--- config.mk ---
export PLATFORM = sky130hd
export DESIGN_NAME = gser_status
export DESIGN_NICKNAME = d
export VERILOG_FILES = /design/src/gser_pkg.sv /design/src/gser_evt_if.sv /design/src/gser_status.sv /design/src/gser_evt_class.sv /design/src/gser_evt_mem.sv
export SDC_FILE = /design/constraint.sdc
export NUM_CORES = 1
export LEC_CHECK = 0
export BUFFER_PORTS_ARGS = -buffer_cell sky130_fd_sc_hd__buf_2
export CELL_PAD_IN_SITES_DETAIL_PLACEMENT = 1
export CELL_PAD_IN_SITES_GLOBAL_PLACEMENT = 2
export CORE_ASPECT_RATIO = 2
export CORE_MARGIN = 2
export CORE_UTILIZATION = 42
export CTS_CLUSTER_SIZE = 8
export DETAILED_ROUTE_END_ITERATION = 7
export GPL_ROUTABILITY_DRIVEN = 0
export GPL_TIMING_DRIVEN = 0
export PLACE_DENSITY = 0.87
export SLEW_MARGIN = 20
export SYNTH_ARGS = -nofsm -noshare
export SYNTH_HDL_FRONTEND = slang
export SYNTH_SLANG_ARGS = --single-unit
--- constraint.sdc ---
create_clock -name REF_CLK -period 4.5 [get_ports REF_CLK]
set_input_delay 0.45 -clock REF_CLK [delete_from_list [all_inputs] [get_ports REF_CLK]]
set_output_delay 0.45 -clock REF_CLK [all_outputs]
set_load 0.03 [all_outputs]
--- src/gser_pkg.sv ---
package gser_pkg;

  // ==========================================================================
  // Status byte layout
  // ==========================================================================
  localparam int SB_SRQ_BIT = 6;
  localparam int SB_ABN_BIT = 5;
  localparam int SB_BUSY_BIT = 4;
  localparam logic [7:0] SB_RESET = 8'h00;

  // ==========================================================================
  // System status codes
  // ==========================================================================
  localparam logic [3:0] SS_NONE = 4'h0;
  localparam logic [3:0] SS_POWER_ON = 4'h1;
  localparam logic [3:0] SS_OP_DONE = 4'h2;
  localparam logic [3:0] SS_USER_REQ = 4'h3;
  localparam logic [3:0] SS_CMD_ERR = 4'h1;
  localparam logic [3:0] SS_EXEC_ERR = 4'h2;
  localparam logic [3:0] SS_INT_ERR = 4'h3;
  localparam logic [3:0] SS_EXEC_WARN = 4'h5;
  localparam logic [3:0] SS_INT_WARN = 4'h6;

  // ==========================================================================
  // Event code groups
  // ==========================================================================
  localparam logic [9:0] EC_CMD_ERR_BASE = 10'h064;
  localparam logic [9:0] EC_EXEC_ERR_BASE = 10'h0C8;
  localparam logic [9:0] EC_INT_ERR_BASE = 10'h12C;
  localparam logic [9:0] EC_SYSTEM_BASE = 10'h190;
  localparam logic [9:0] EC_EXEC_WARN_BASE = 10'h1F4;
  localparam logic [9:0] EC_INT_WARN_BASE = 10'h258;
  localparam logic [9:0] EC_GROUP_SPAN = 10'h064;
  localparam logic [9:0] EC_NO_STATUS = 10'h190;
  localparam logic [9:0] EC_RESET = 10'h000;

  // ==========================================================================
  // Types
  // ==========================================================================
  typedef enum logic [2:0] {
    KIND_POWER_ON = 3'b000,
    KIND_OP_DONE = 3'b001,
    KIND_USER_REQ = 3'b010,
    KIND_CMD_ERR = 3'b011,
    KIND_EXEC_ERR = 3'b100,
    KIND_INT_ERR = 3'b101,
    KIND_EXEC_WARN = 3'b110,
    KIND_INT_WARN = 3'b111
  } gser_kind_type;

  typedef struct packed {
    logic abn;
    logic [3:0] ss;
    logic [9:0] code;
  } gser_entry_type;

  typedef enum logic [1:0] {
    Q_IDLE = 2'b00,
    Q_ALL_DRAIN = 2'b01,
    Q_ALL_SEC = 2'b10
  } gser_qstate_type;

endpackage : gser_pkg

--- src/gser_evt_if.sv ---
`timescale 1ns/1ps
`default_nettype none

interface gser_evt_if;
  import gser_pkg::*;
  logic valid;
  gser_entry_type entry;
  modport src (output valid, output entry);
  modport dst (input valid, input entry);
endinterface : gser_evt_if

`default_nettype wire

--- src/gser_status.sv ---
`timescale 1ns/1ps
`default_nettype none

// What this block does
// Requests enabled and service needed: set request flag and assert SRQ.
// Requests disabled: request flag stays zero, SRQ never asserted.
// Requests disabled: controller polls unprompted and reads the status code.
// Controller polls after SRQ; device returns its current status byte.
// Abnormal flag is one for errors and warnings, zero for normal events.
// Busy flag is one while busy; a busy idle byte reads 16.
// Busy whenever internal processing or a waveform acquisition is running.
// Lowest four status bits carry the reason code.
// Nothing to report: status code, abnormal and request flags are zero.
// Power-up finished: normal condition, code 0001.
// Task completed: normal condition, code 0010.
// User button pressed: normal condition, code 0011.
// Unknown command: abnormal, code 0001.
// Command failed to execute: abnormal, code 0010.
// Internal functional failure: abnormal, code 0011.
// Command executed with a problem: abnormal, code 0101.
// Internal problem, operation continues: warning, code 0110.
// Every abnormal status carries at least one event code.
// Single query returns next code; all-events query returns every code.
// Poll returns the byte and moves its code into the polled register.
// Requests enabled: unpolled or all-events query returns the special code.
// Event codes lie in 0 to 999, grouped in hundreds by class.
// SRQ released once the last pending byte is polled, reasserted for a later condition.
module gser_status
  import gser_pkg::*;
#(
  parameter int DEPTH = 8,
  parameter logic [9:0] SPECIAL_EVENT_CODE = 10'h000
)
(
  input wire logic REF_CLK,
  input wire logic RST,
  input wire logic SERVICE_REQUEST_ENABLE,
  input wire logic BUSY_PROCESSING,
  input wire logic ACQ_RUNNING,
  input wire logic EVT_VALID,
  input wire logic [2:0] EVT_KIND,
  input wire logic [9:0] EVT_CODE,
  input wire logic SPOLL_REQ,
  input wire logic EVQ_REQ,
  input wire logic ALLEV_REQ,
  output logic [7:0] STATUS_BYTE,
  output logic SPOLL_DONE,
  output logic EC_VALID,
  output logic [9:0] EC_CODE,
  output logic EC_LAST,
  output logic SRQ_O,
  output logic SRQ_OE_N,
  output logic EVT_DROPPED
);

  localparam int AW = (DEPTH > 1) ? $clog2(DEPTH) : 1;
  localparam logic [AW:0] CNT_FULL = (AW+1)'(DEPTH);
  localparam logic [AW:0] CNT_ONE = (AW+1)'(1);
  localparam logic [AW-1:0] PTR_ONE = AW'(1);
  localparam logic [AW-1:0] PTR_LAST = AW'(DEPTH - 1);

  // ==========================================================================
  // Helpers
  // ==========================================================================
  function automatic logic [AW-1:0] ptr_inc(logic [AW-1:0] p);
    return (p == PTR_LAST) ? '0 : p + PTR_ONE;
  endfunction : ptr_inc

  function automatic logic [7:0] compose(logic pend, gser_entry_type e,
                                         logic en, logic busy);
    logic [7:0] sb;
    sb = SB_RESET;
    sb[SB_BUSY_BIT] = busy;
    if (pend)
    begin
      sb[SB_SRQ_BIT] = en;
      sb[SB_ABN_BIT] = e.abn;
      sb[3:0] = e.ss;
    end
    return sb;
  endfunction : compose

  // ==========================================================================
  // Event intake
  // ==========================================================================
  gser_evt_if ev ();

  gser_evt_class u_class (
    .clk(REF_CLK),
    .rst(RST),
    .evt_valid(EVT_VALID),
    .evt_kind(gser_kind_type'(EVT_KIND)),
    .evt_code(EVT_CODE),
    .ev(ev.src)
  );

  // ==========================================================================
  // Pending event queue
  // ==========================================================================
  logic [AW-1:0] wr_ptr_q;
  logic [AW-1:0] rd_ptr_q;
  logic [AW-1:0] rd_ptr_d;
  logic [AW:0] count_q;
  logic [AW:0] count_d;
  logic push;
  logic pop;
  logic pending;
  gser_entry_type head;

  assign pending = (count_q != '0);
  assign push = ev.valid && (count_q != CNT_FULL || pop);
  assign rd_ptr_d = pop ? ptr_inc(rd_ptr_q) : rd_ptr_q;

  always_comb
  begin
    count_d = count_q;
    if (push && !pop)
      count_d = count_q + CNT_ONE;
    else if (pop && !push)
      count_d = count_q - CNT_ONE;
  end

  gser_evt_mem #(
    .DEPTH(DEPTH),
    .AW(AW)
  ) u_mem (
    .clk(REF_CLK),
    .rst(RST),
    .we(push),
    .waddr(wr_ptr_q),
    .wdata(ev.entry),
    .raddr(rd_ptr_d),
    .rdata_q(head)
  );

  always_ff @(posedge REF_CLK or posedge RST)
  begin
    if (RST)
    begin
      wr_ptr_q <= '0;
      rd_ptr_q <= '0;
      count_q <= '0;
    end
    else
    begin
      if (push)
        wr_ptr_q <= ptr_inc(wr_ptr_q);
      rd_ptr_q <= rd_ptr_d;
      count_q <= count_d;
    end
  end

  // A full queue loses the newest event rather than overwrite an unread one.
  always_ff @(posedge REF_CLK or posedge RST)
  begin
    if (RST)
      EVT_DROPPED <= 1'b0;
    else
      EVT_DROPPED <= ev.valid && !push;
  end

  // ==========================================================================
  // Busy tracking
  // ==========================================================================
  logic busy_q;

  always_ff @(posedge REF_CLK or posedge RST)
  begin
    if (RST)
      busy_q <= 1'b0;
    else
      busy_q <= BUSY_PROCESSING || ACQ_RUNNING;
  end

  // ==========================================================================
  // Poll and query decisions
  // ==========================================================================
  gser_qstate_type qstate_q;
  gser_qstate_type qstate_d;
  logic polled_valid_q;
  logic polled_valid_d;
  logic [9:0] polled_code_q;
  logic [9:0] polled_code_d;
  logic ec_valid_d;
  logic [9:0] ec_code_d;
  logic ec_last_d;
  logic spoll_take;

  // Polls win over queries in the same cycle; queries arriving then are lost.
  assign spoll_take = SPOLL_REQ && qstate_q == Q_IDLE;

  always_comb
  begin
    qstate_d = qstate_q;
    polled_valid_d = polled_valid_q;
    polled_code_d = polled_code_q;
    ec_valid_d = 1'b0;
    ec_code_d = EC_RESET;
    ec_last_d = 1'b0;
    pop = 1'b0;
    unique case (qstate_q)
      Q_IDLE:
      begin
        if (spoll_take)
        begin
          polled_valid_d = 1'b1;
          polled_code_d = pending ? head.code : EC_NO_STATUS;
          pop = pending;
        end
        else if (EVQ_REQ)
        begin
          ec_valid_d = 1'b1;
          ec_last_d = 1'b1;
          if (polled_valid_q)
          begin
            ec_code_d = polled_code_q;
            polled_valid_d = 1'b0;
          end
          else if (SERVICE_REQUEST_ENABLE)
            ec_code_d = SPECIAL_EVENT_CODE;
          else if (pending)
          begin
            ec_code_d = head.code;
            pop = 1'b1;
          end
          else
            ec_code_d = EC_NO_STATUS;
        end
        else if (ALLEV_REQ)
        begin
          if (polled_valid_q)
          begin
            ec_valid_d = 1'b1;
            ec_code_d = polled_code_q;
            polled_valid_d = 1'b0;
            if (SERVICE_REQUEST_ENABLE)
              qstate_d = Q_ALL_SEC;
            else if (pending)
              qstate_d = Q_ALL_DRAIN;
            else
              ec_last_d = 1'b1;
          end
          else if (SERVICE_REQUEST_ENABLE)
          begin
            ec_valid_d = 1'b1;
            ec_code_d = SPECIAL_EVENT_CODE;
            ec_last_d = 1'b1;
          end
          else if (pending)
            qstate_d = Q_ALL_DRAIN;
          else
          begin
            ec_valid_d = 1'b1;
            ec_code_d = EC_NO_STATUS;
            ec_last_d = 1'b1;
          end
        end
      end
      Q_ALL_DRAIN:
      begin
        // Status bytes of drained entries are lost, as with consecutive queries.
        ec_valid_d = 1'b1;
        ec_code_d = head.code;
        pop = 1'b1;
        if (count_q == CNT_ONE && !ev.valid)
        begin
          ec_last_d = 1'b1;
          qstate_d = Q_IDLE;
        end
      end
      Q_ALL_SEC:
      begin
        ec_valid_d = 1'b1;
        ec_code_d = SPECIAL_EVENT_CODE;
        ec_last_d = 1'b1;
        qstate_d = Q_IDLE;
      end
      default:
        qstate_d = Q_IDLE;
    endcase
  end

  always_ff @(posedge REF_CLK or posedge RST)
  begin
    if (RST)
      qstate_q <= Q_IDLE;
    else
      qstate_q <= qstate_d;
  end

  always_ff @(posedge REF_CLK or posedge RST)
  begin
    if (RST)
    begin
      polled_valid_q <= 1'b0;
      polled_code_q <= EC_RESET;
    end
    else
    begin
      polled_valid_q <= polled_valid_d;
      polled_code_q <= polled_code_d;
    end
  end

  // ==========================================================================
  // Serial poll answer
  // ==========================================================================
  always_ff @(posedge REF_CLK or posedge RST)
  begin
    if (RST)
    begin
      STATUS_BYTE <= SB_RESET;
      SPOLL_DONE <= 1'b0;
    end
    else
    begin
      SPOLL_DONE <= spoll_take;
      if (spoll_take)
        STATUS_BYTE <= compose(pending, head, SERVICE_REQUEST_ENABLE, busy_q);
    end
  end

  // ==========================================================================
  // Event code answer
  // ==========================================================================
  always_ff @(posedge REF_CLK or posedge RST)
  begin
    if (RST)
    begin
      EC_VALID <= 1'b0;
      EC_CODE <= EC_RESET;
      EC_LAST <= 1'b0;
    end
    else
    begin
      EC_VALID <= ec_valid_d;
      EC_CODE <= ec_code_d;
      EC_LAST <= ec_last_d;
    end
  end

  // ==========================================================================
  // Service request line
  // ==========================================================================
  // The line is open drain: it only ever pulls low, enabled while requesting.
  // Looking at the next count releases it the cycle the last pending byte is polled.
  always_ff @(posedge REF_CLK or posedge RST)
  begin
    if (RST)
    begin
      SRQ_O <= 1'b0;
      SRQ_OE_N <= 1'b1;
    end
    else
    begin
      SRQ_O <= 1'b0;
      SRQ_OE_N <= !(SERVICE_REQUEST_ENABLE && count_d != '0);
    end
  end

endmodule : gser_status

`default_nettype wire

--- src/gser_evt_class.sv ---
`timescale 1ns/1ps
`default_nettype none

module gser_evt_class
  import gser_pkg::*;
(
  input wire logic clk,
  input wire logic rst,
  input wire logic evt_valid,
  input wire gser_kind_type evt_kind,
  input wire logic [9:0] evt_code,
  gser_evt_if.src ev
);

  // ==========================================================================
  // Classification
  // ==========================================================================
  function automatic gser_entry_type classify(gser_kind_type k, logic [9:0] c);
    gser_entry_type e;
    logic [9:0] base;
    e.abn = 1'b1;
    e.ss = SS_NONE;
    base = EC_SYSTEM_BASE;
    unique case (k)
      KIND_POWER_ON: begin e.abn = 1'b0; e.ss = SS_POWER_ON; end
      KIND_OP_DONE: begin e.abn = 1'b0; e.ss = SS_OP_DONE; end
      KIND_USER_REQ: begin e.abn = 1'b0; e.ss = SS_USER_REQ; end
      KIND_CMD_ERR: begin e.ss = SS_CMD_ERR; base = EC_CMD_ERR_BASE; end
      KIND_EXEC_ERR: begin e.ss = SS_EXEC_ERR; base = EC_EXEC_ERR_BASE; end
      KIND_INT_ERR: begin e.ss = SS_INT_ERR; base = EC_INT_ERR_BASE; end
      KIND_EXEC_WARN: begin e.ss = SS_EXEC_WARN; base = EC_EXEC_WARN_BASE; end
      KIND_INT_WARN: begin e.ss = SS_INT_WARN; base = EC_INT_WARN_BASE; end
    endcase
    // A code outside its class group would mislead the controller, so it is
    // replaced by the group's base code.
    if (c < base || c >= base + EC_GROUP_SPAN)
      e.code = base;
    else
      e.code = c;
    return e;
  endfunction : classify

  always_ff @(posedge clk or posedge rst)
  begin
    if (rst)
    begin
      ev.valid <= 1'b0;
      ev.entry <= '0;
    end
    else
    begin
      ev.valid <= evt_valid;
      ev.entry <= classify(evt_kind, evt_code);
    end
  end

endmodule : gser_evt_class

`default_nettype wire

--- src/gser_evt_mem.sv ---
`timescale 1ns/1ps
`default_nettype none

module gser_evt_mem
  import gser_pkg::*;
#(
  parameter int DEPTH = 8,
  parameter int AW = $clog2(DEPTH)
)
(
  input wire logic clk,
  input wire logic rst,
  input wire logic we,
  input wire logic [AW-1:0] waddr,
  input wire gser_entry_type wdata,
  input wire logic [AW-1:0] raddr,
  output gser_entry_type rdata_q
);

  gser_entry_type mem [DEPTH];

  always_ff @(posedge clk)
  begin
    if (we)
      mem[waddr] <= wdata;
  end

  // Bypass keeps the head entry correct when a write lands on the slot read.
  always_ff @(posedge clk or posedge rst)
  begin
    if (rst)
      rdata_q <= '0;
    else if (we && waddr == raddr)
      rdata_q <= wdata;
    else
      rdata_q <= mem[raddr];
  end

endmodule : gser_evt_mem

`default_nettype wire

# Word level (Yosys, flattened, before mapping)
# Memory sizes are Yosys's and may differ from the RTL's. A register that Yosys moved wholly into a read port is not among the register bits.
# Cells that the tools add are included.
# word_totals
ff_bits,62
latchBits,0
ram_bits,120
romBits,0
input_bits,22
output_inout_bits,24
word_cells,126
n_memories,1
# op_classes
add_sub_neg,5
n_mul,0
div,0
order_cmp,2
eq_ne,18
n_shift,0
mux,55
bitwise,0
n_reduce_logical,27
# memory_table
name,words,word_bits,read_ports,rd_clocked_by_memory_dff,write_ports,line,text
u_mem.mem,8,15,1,1,1,gser_evt_mem.sv:20,gser_entry_type mem [DEPTH];
# op_table
cell,count
$mux 10,8
$pmux 10 s5,1
$mux 1,23
$pmux 10 s2,1
$pmux 4 s5,1
$eq 3x3->1 const B,6
$mux 2,9
$mux 9,2
$mux 4,3
$add 10x7->10 const B,1
$ge 10x10->1,1
$lt 10x10->1,1
$mux 3,3
$ne 2x2->1 const B,4
$reduce_bool 4->1,2
$reduce_or 2->1,4
$logic_and 1x1->1,7
$add 3x1->3 const B,2
$eq 3x2->1 const B,2
$reduce_and 5->1,1
$add 4x1->4 const B,1
$eq 4x1->1 const B,1
$logic_not 1->1,4
$ne 4x4->1 const B,1
other kinds (14),18

# Longest topological paths before layout
# Gate-level depths: netlist of run 1.
# logic_depth
ltp_word,16
mapped_depth,14
depth_no_buf,12

# By module
# A second synthesis of run 1 with hierarchy kept.
# hier_totals
hier_cells,551
area_unflattened_um2,8574.5
# by_module_without_submodules
module,n_inst,cells_each,area_per_inst_um2,seq_area_each_um2
gser_evt_mem,1,222,5288.8,3978.8
gser_status,1,227,2265.9,1152.4
gser_evt_class,1,102,1019.7,375.4

# Worst setup path after synthesis of run 1
# No wires, ideal clock.
# synth_path
path_type,register to register
from,reg count_q[0]
to,mem u_mem.mem[6][0] (netlist bit) (enable)
setup_ps,427
arrival_ps,3484
t_required_ps,4073
path_slack_ps,589
path_stages_with_launch,11
n_path_buf,4
synth_period_minus_slack_ps,3911
cell_sequence,dfrtp_1 inv_1 ha_1 or4b_4 o211a_4 buf_6 buf_6 buf_6 buf_2 o21ai_0 nor4b_1
# synth_between
elab_chain_len,11
word_cells_on_any_way,12
cone_classes,eq/ne: 1; mux: 8; reduce/logical: 3
# synth_rtl
item,line,text
"start, declared",gser_status.sv:103,logic [AW:0] count_q;
"start signal, assigned",gser_status.sv:149,count_q <= count_d;
$reduce_bool 4->1,gser_status.sv:110,assign pending = (count_q != '0);
$mux 1,gser_status.sv:221,else if (pending)
$mux 1,gser_status.sv:219,else if (SERVICE_REQUEST_ENABLE)
$mux 1,gser_status.sv:214,if (polled_valid_q)
$mux 1,gser_status.sv:210,else if (EVQ_REQ)
$mux 1,gser_status.sv:204,if (spoll_take)
$pmux 1 s2,gser_status.sv:201,unique case (qstate_q)
$logic_or 1x1->1 (*),gser_status.sv:111,assign push = ev.valid && (count_q != CNT_FULL || pop);
$logic_and 1x1->1 (*),gser_status.sv:111,
$mux 1 (*),gser_evt_mem.sv:24,if (we)
$mux 1 (implied by the code) (*),gser_evt_mem.sv:25,mem[waddr] <= wdata;
"end, declared",gser_evt_mem.sv:20,
# Mark *: on every way between the ends. The rest lies on a longest branch, timed or not.

# Worst setup path after layout of run 1
# layout_path
from,reg count_q[0]
to,mem u_mem.mem[6][10] (netlist bit) (enable)
# Same word-level chain as after synthesis.

==> out/metrics.yaml, run 1 <==
grt_pass1_vias: 7762
cellLeakagePower_nw: 4.13
initial_utilization: 0.426
syn_avg_cell_area_um2: 11.4
max_slew_margin: 0.383
max-vdd-ir-drop_v: 0.000279
num_vias: 7007
synth_edf_count: 112
drt_iter0_drc: 372
finalSetupTns_ns: 0
syn_inst: 826
final-instance-count-excl-fill: 1189
power.density_nw_per_um2: 831
ant_nets: 0
fin_worst_skew_ns: 0.00936
firstDrtPassIters: 5
cts.sinks: 186
grt_use_total: 0.241
die_w_um: 110
hold_class: "primary input to register"
grt_overflow_total: 0
dp.cells: 1156
synth.distinct_cells: 58
setup_viol: 0
cts_tree: "done"
period_share: 0.883
clkLatencyLatePin_ns: 0.45
hold_viol: 0
die_y_um: 216
clk_pin_slew_ns: 0.07
synth_seq_area_share: 0.555
area_growth_pct: 13.7
drive_above_1_share: 0.207
max_freq_mhz: 252
fill_cells: 2402
required_ns: 4.65
ys_warn_count: 0
portBuffers: 40
period_minus_slack_ns: 3.97
finalMaxSlewViolations: 0
io_pins: 46
clockBufferDepth: 2
final_nets: 950
htree_num_levels: 4
antenna_cells: 0
core_um2: 22100
critPathKind: "register to register"
crit_arrival_ns: 4.12
start_kind: "register"
dp_hpwl_mm: 20.4
synth_seq_cells: 186
worstPathMaxFanout: 10
grt_pass1_wl_mm: 42.3
grt_max_degree: 48
synth.cell_area_um2: 9400
synth_ff_type: "edfxtp_1"
ys_async_sr_fraction: 0.398
cap_violations: 0
post-route-drc-count: 0
die-area_um2: 23700
root_buffer: "clkbuf_16"
outcome: "completed"
rsz0062_at_grt: "false"
viasPerCell: 5.89
cts_buffers: 17
drt-total-wl_mm: 26.7
crit_path_end_kind: "register"
fp-row-count: 77
tightestPinTransition_ns: 0.925
post_drt_wl_per_cell_um: 22.5
antenna_found_initial: 0
registers in the layout, indices dropped and copies added, names as in the netlist, 4 cells and up:
name / count
count_q: 4
u_mem.mem: 112
STATUS_BYTE: 6
polled_code_q: 10
EC_CODE: 10
u_class.ev.entry: 14
u_mem.rdata_q: 14
placed cells by master (no fill, tap or decap), types with 4 or more instances in the layout:
cell / Yosys / final
nor2b_1: 6 / 6
inv_1: 24 / 23
and2_1: 4 / 4
buf_2: 12 / 58
o41ai_1: 14 / 14
nor3_1: 10 / 7
a21oi_1: 68 / 68
mux2_2: 59 / 59
nand3_1: 105 / 105
buf_4: 8 / 12
mux2i_1: 14 / 14
and3_1: 4 / 4
ha_1: 28 / 28
o21ai_0: 35 / 35
o211ai_1: 27 / 27
or3_1: 27 / 27
buf_6: 5 / 6
a22o_1: 21 / 21
inv_8: 0 / 5
nand2_1: 49 / 49
nor2_1: 27 / 25
edfxtp_1: 112 / 112
clkbuf_16: 0 / 17
o31ai_1: 4 / 4
o21a_1: 5 / 5
clkbuf_1: 34 / 34
dfrtp_1: 73 / 73
through the flow:
| stage | total power, mW | area [µm²] | util | worst slack (ns) | hold slack (ns) |
|---|---|---|---|---|---|
| finish | 8.88 | 10700 | 0.484 | 0.528 | 0.105 |
| CTS | 8.91 | 10700 | 0.484 | 0.512 | 0.0914 |
| detailed placement | 7.41 | 10100 | 0.457 | 0.365 | 0.472 |
| global route | 9.44 | 10700 | 0.484 | 0.354 | 0.0957 |
| floorplan | 5.89 | 9400 | - | 0.589 | 0.445 |
| global placement | 7.27 | 9950 | 0.451 | -1.15 | 0.458 |
metal layers:
metal  wire length, µm  global-route usage  share of wire  up-vias
li1                  -                   -              -     3243
met1              8960               0.227           0.34     3525
met2             16000               0.477           0.60      173
met3               741              0.0375          0.028       66
met4              1000               0.118          0.037        0
met5                 0                   0              0        -
power breakdown:
part | internal (mW) | total, mW | switching, mW | leakage, nW
combinational | 1.80 | 4.84 | 3.03 | 1.94
clock | 0.740 | 1.47 | 0.731 | 0.280
sequential | 2.30 | 2.57 | 0.269 | 1.91
path summary, 6_finish.rpt:
| check | start | slack, ns | cells past startpoint | end |
|---|---|---|---|---|
| worst max-delay path | count_q[0] | 0.53 | 12 | u_mem.mem[6][10] |
| worst min-delay path | EVT_VALID | 0.10 | 1 | u_class.ev.valid |
| worst max register to register | count_q[0] | 0.53 | 12 | u_mem.mem[6][10] |
| worst min register to register | busy_q | 0.48 | 1 | STATUS_BYTE[4] |
| max in group asynchronous | RST | 3.38 | 4 | u_mem.rdata_q[10] |
| min in group asynchronous | RST | 0.55 | 3 | count_q[3] |
final cells by class:
type	instances	area (µm²)	area share
buffer	62	315	0.0295
timing repair buffer	53	309	0.0289
clock buffer	17	425	0.0398
multi-input combinational	555	3820	0.357
clock inverter	15	155	0.0145
tap	276	345	0.0323
inverter	25	96.3	0.00902
sequential	186	5220	0.488
what timing repair did:
item | in CTS | in global routing
resized for setup | 0 | 0
hold buffers | 1 | 0
hold endpoints to repair | 6 | 0
buffers inserted | 0 | 0
worst max-delay path, stage by stage, from the launching register on:
cell and delay [ns]:
dfrtp_1 0.45, inv_1 0.10, ha_1 0.29, or4b_4 0.24, o211a_4 0.21, buf_6 0.19
buf_6 0.19, buf_6 0.17, buf_2 0.29, o21ai_0 0.34, nor4b_2 0.62, buf_2 0.31
buf_2 0.25
synth_stat cells, types with 2 or more instances:
library cell | instances | area (µm²)
nor4_1 | 3 | 18.8
mux2i_1 | 14 | 140
nor2b_1 | 6 | 37.5
nand2b_1 | 3 | 18.8
o31ai_1 | 4 | 30.0
inv_1 | 24 | 90.1
dfrtp_1 | 73 | 1830
ha_1 | 28 | 350
buf_4 | 8 | 60.1
a21boi_0 | 2 | 15.0
a22o_1 | 21 | 184
or2_2 | 3 | 18.8
edfxtp_1 | 112 | 3360
o211ai_1 | 27 | 203
buf_1 | 3 | 11.3
clkbuf_1 | 34 | 128
o21a_1 | 5 | 37.5
buf_2 | 12 | 60.1
nand2_1 | 49 | 184
xnor2_1 | 3 | 26.3
nor2_1 | 27 | 101
nand3b_1 | 2 | 15.0
mux2_2 | 59 | 664
a311o_1 | 2 | 20.0
and2_1 | 4 | 25.0
o41ai_1 | 14 | 123
o21ai_0 | 35 | 175
nand3_1 | 105 | 526
a221oi_1 | 2 | 17.5
xor2_1 | 3 | 26.3
or3_1 | 27 | 169
buf_6 | 5 | 56.3
a21oi_1 | 68 | 340
nor3_1 | 10 | 50.1
and3_1 | 4 | 25.0
o22ai_1 | 3 | 18.8
cell families (layout without fill, tap and decap cells):
family / count (synthesis) / count (layout) / synth area share
AND/OR/NAND/NOR: 249 / 249 / 0.132
AO/OA/AOI/OAI: 196 / 196 / 0.140
flip-flops: 186 / 186 / 0.555
buffers and inverters: 87 / 172 / 0.0435
multiplexers: 73 / 73 / 0.0856
adder cells (fa/ha/maj): 28 / 28 / 0.0373
XOR/XNOR: 6 / 6 / 0.00559
other: 1 / 3 / 0.000399
Note: power is estimated with default switching activity, not from simulation.
==> run 2: changes to the inputs <==
CORE_UTILIZATION = 45   (was 42)
PLACE_DENSITY = 0.92   (was 0.87)
clock period = 5.11 ns   (was 4.5 ns; I/O delays follow)
==> run 2 against run 1 <==
Effect of this change: die area shrank 6.5%; sequential power down 12%; non-clock buffer count down 2; worst setup slack improved by 0.57 ns; register-to-register slack improved by 0.57 ns; clock-buffer cell count did not move; worst hold slack lost 0.072 ns; power fell by 12%; final cell count decreased by 1.0%; routed wire length fell by 0.82%; global-route usage increased by 1.1 points; largest power group unchanged.
==> out/metrics.yaml, run 2 (synthesized netlist as in run 1, its figures left out) <==
firstDrtPassIters: 5  # unchanged
reg.largest.list: "u_mem.mem x112, u_class.ev.entry x14, u_mem.rdata_q x14"  # unchanged
antenna_cells: 0  # unchanged
place_ws_ns: 0.983  # was 0.365 ns
fp-row-count: 74  # was 77
largest_reg_flops: 112  # unchanged
reg2reg_depth: 12  # unchanged
grt_pass1_wl_mm: 42.3  # about the same
finalSetupTns_ns: 0  # unchanged
clkLatencyLatePin_ns: 0.45  # about the same
fill_cells: 2251  # was 2,402
grt_max_degree: 52  # was 48
dp_hpwl_mm: 20.3  # was 20.4 mm
cts_resized: 0  # unchanged
regToRegEndpoint: "u_mem.mem[1][9]"  # was u_mem.mem[6][10]
final_common_cell: "edfxtp_1"  # unchanged
drive_above_1_share: 0.206  # was 0.207
max_slew_margin: 0.401  # was 0.383
tightestPinTransition_ns: 0.898  # was 0.925 ns
cellLeakagePower_nw: 4.12  # was 4.13 nW
final_area_um2: 10600  # was 10,700 µm²
power.density_nw_per_um2: 736  # was 831 nW/µm²
grt_pass1_vias: 7968  # was 7,762
clk_pin_slew_ns: 0.07  # about the same
cap_violations: 0  # unchanged
start_kind: "register"  # unchanged
num_vias: 7043  # was 7,007
fin_worst_skew_ns: 0.00986  # was 0.00936 ns
grt-busiest-layer: "met2"  # unchanged
hold_buffers: 0  # was 1
reg2reg_slack_ns: 1.10  # was 0.53 ns
ant_nets: 0  # unchanged
cts_tree: "done"  # unchanged
use_met3: 0.0435  # was 0.0375
core_um2: 20500  # was 22,100 µm²
most-common-layout-cells: "edfxtp_1, nand3_1, dfrtp_1"  # unchanged
rsz0062_at_grt: "false"  # unchanged
largest-register: "u_mem.mem"  # unchanged
period_minus_slack_ns: 4.01  # was 3.97 ns
final_nets: 948  # was 950
hold_viol: 0  # unchanged
grt_use_met2: 0.506  # was 0.477
drt-total-wl_mm: 26.5  # was 26.7 mm
cts_setup_buffers: 0  # unchanged
drt_iter0_drc: 310  # was 372
initial_utilization: 0.459  # was 0.426
antenna_found_initial: 0  # unchanged
crit_arrival_ns: 4.17  # was 4.12 ns
worstReg2RegStart: "count_q[1]"  # was count_q[0]
io_pins: 46  # unchanged
crit_path_end_kind: "register"  # unchanged
hold_class: "primary input to asynchronous set/reset pin"  # was primary input to register
clockBufferDepth: 2  # unchanged
cts.sinks: 186  # unchanged
outcome: "completed"  # unchanged
viasPerCell: 5.98  # was 5.89
grtUsageMet1: 0.233  # was 0.227
area_growth_pct: 13.3  # was 13.7%
die_y_um: 208  # was 216 µm
setup_viol: 0  # unchanged
required_ns: 5.27  # was 4.65 ns
finalMaxSlewViolations: 0  # unchanged
whs_ns: 0.0323  # was 0.105 ns
worstPathMaxFanout: 10  # unchanged
max-vdd-ir-drop_v: 0.000228  # was 0.000279 V
layout_setup_ws_ns: 1.10  # was 0.528 ns
post_drt_wl_per_cell_um: 22.5  # about the same
die_w_um: 106  # was 110 µm
root_buffer: "clkbuf_16"  # unchanged
max_freq_mhz: 249  # was 252 MHz
post-route-drc-count: 0  # unchanged
die-area_um2: 22100  # was 23,700 µm²
grt_overflow_total: 0  # unchanged
total_power_mw: 7.84  # was 8.88 mW
period_share: 0.785  # was 0.883
cts_buffers: 17  # unchanged
grt_use_total: 0.252  # was 0.241
placed_area_um2: 10100  # about the same
htree_num_levels: 4  # unchanged
portBuffers: 40  # unchanged
worstSetupStartpoint: "count_q[1]"  # was count_q[0]
critPathKind: "register to register"  # unchanged
run 2: cell count changes in the layout (fill, tap and decap cells not counted):
| cell | previous run | this run |
|---|---|---|
| inv_6 | 3 | 7 |
| inv_8 | 5 | 2 |
| clkinv_8 | 3 | 1 |
| buf_4 | 12 | 11 |
| bufinv_16 | 0 | 1 |
| dlygate4sd3_1 | 1 | 0 |
run 2: layer usage:
metal  part of all wire  routed length, µm
met1               0.33               8720
met3              0.026                692
met2               0.60              15900
met5                  0                  0
met4              0.044               1170
run 2: cell type report:
class                      count  area (µm²)  area share
multi-input combinational    555        3820       0.358
inverter                      25        96.3     0.00905
sequential                   186        5220       0.490
buffer                        62         315      0.0296
timing repair buffer          51         292      0.0274
clock inverter                15         154      0.0145
clock buffer                  17         425      0.0399
tap                          266         333      0.0313
run 2: how the worst max path moves through the flow:
stage                     slack [ns]                   to
after CTS                       1.03     u_mem.mem[1][10]
after global routing            0.86      u_mem.mem[1][7]
after global placement         -0.44      u_mem.mem[6][7]
after detailed placement        0.98  u_class.ev.entry[5]
after floorplan                 1.20      u_mem.mem[6][0]
final                           1.10      u_mem.mem[1][9]
run 2: worst max-delay path, cell delays in order, from the launching register on:
cell and delay (ns):
dfrtp_1 0.47, inv_1 0.12, ha_1 0.27, or4b_4 0.25, o211a_4 0.22, buf_6 0.19, buf_6 0.19, buf_6 0.16
clkbuf_1 0.52, nor2_1 0.27, nor4_2 0.51, buf_2 0.30, buf_2 0.23
run 2: report_power, final:
part,internal (mW),leakage (nW),switching (mW)
clock,0.689,0.280,0.622
combinational,1.59,1.93,2.69
sequential,2.02,1.91,0.227
total,4.30,4.12,3.54
run 2: through the flow:
stage / instances / util
2_1_floorplan: 828 / -
3_3_place_gp: 1134 / 0.486
3_5_place_dp: 1145 / 0.492
4_1_cts: 1177 / 0.520
5_1_grt: 1177 / 0.520
6_report: 1177 / 0.520
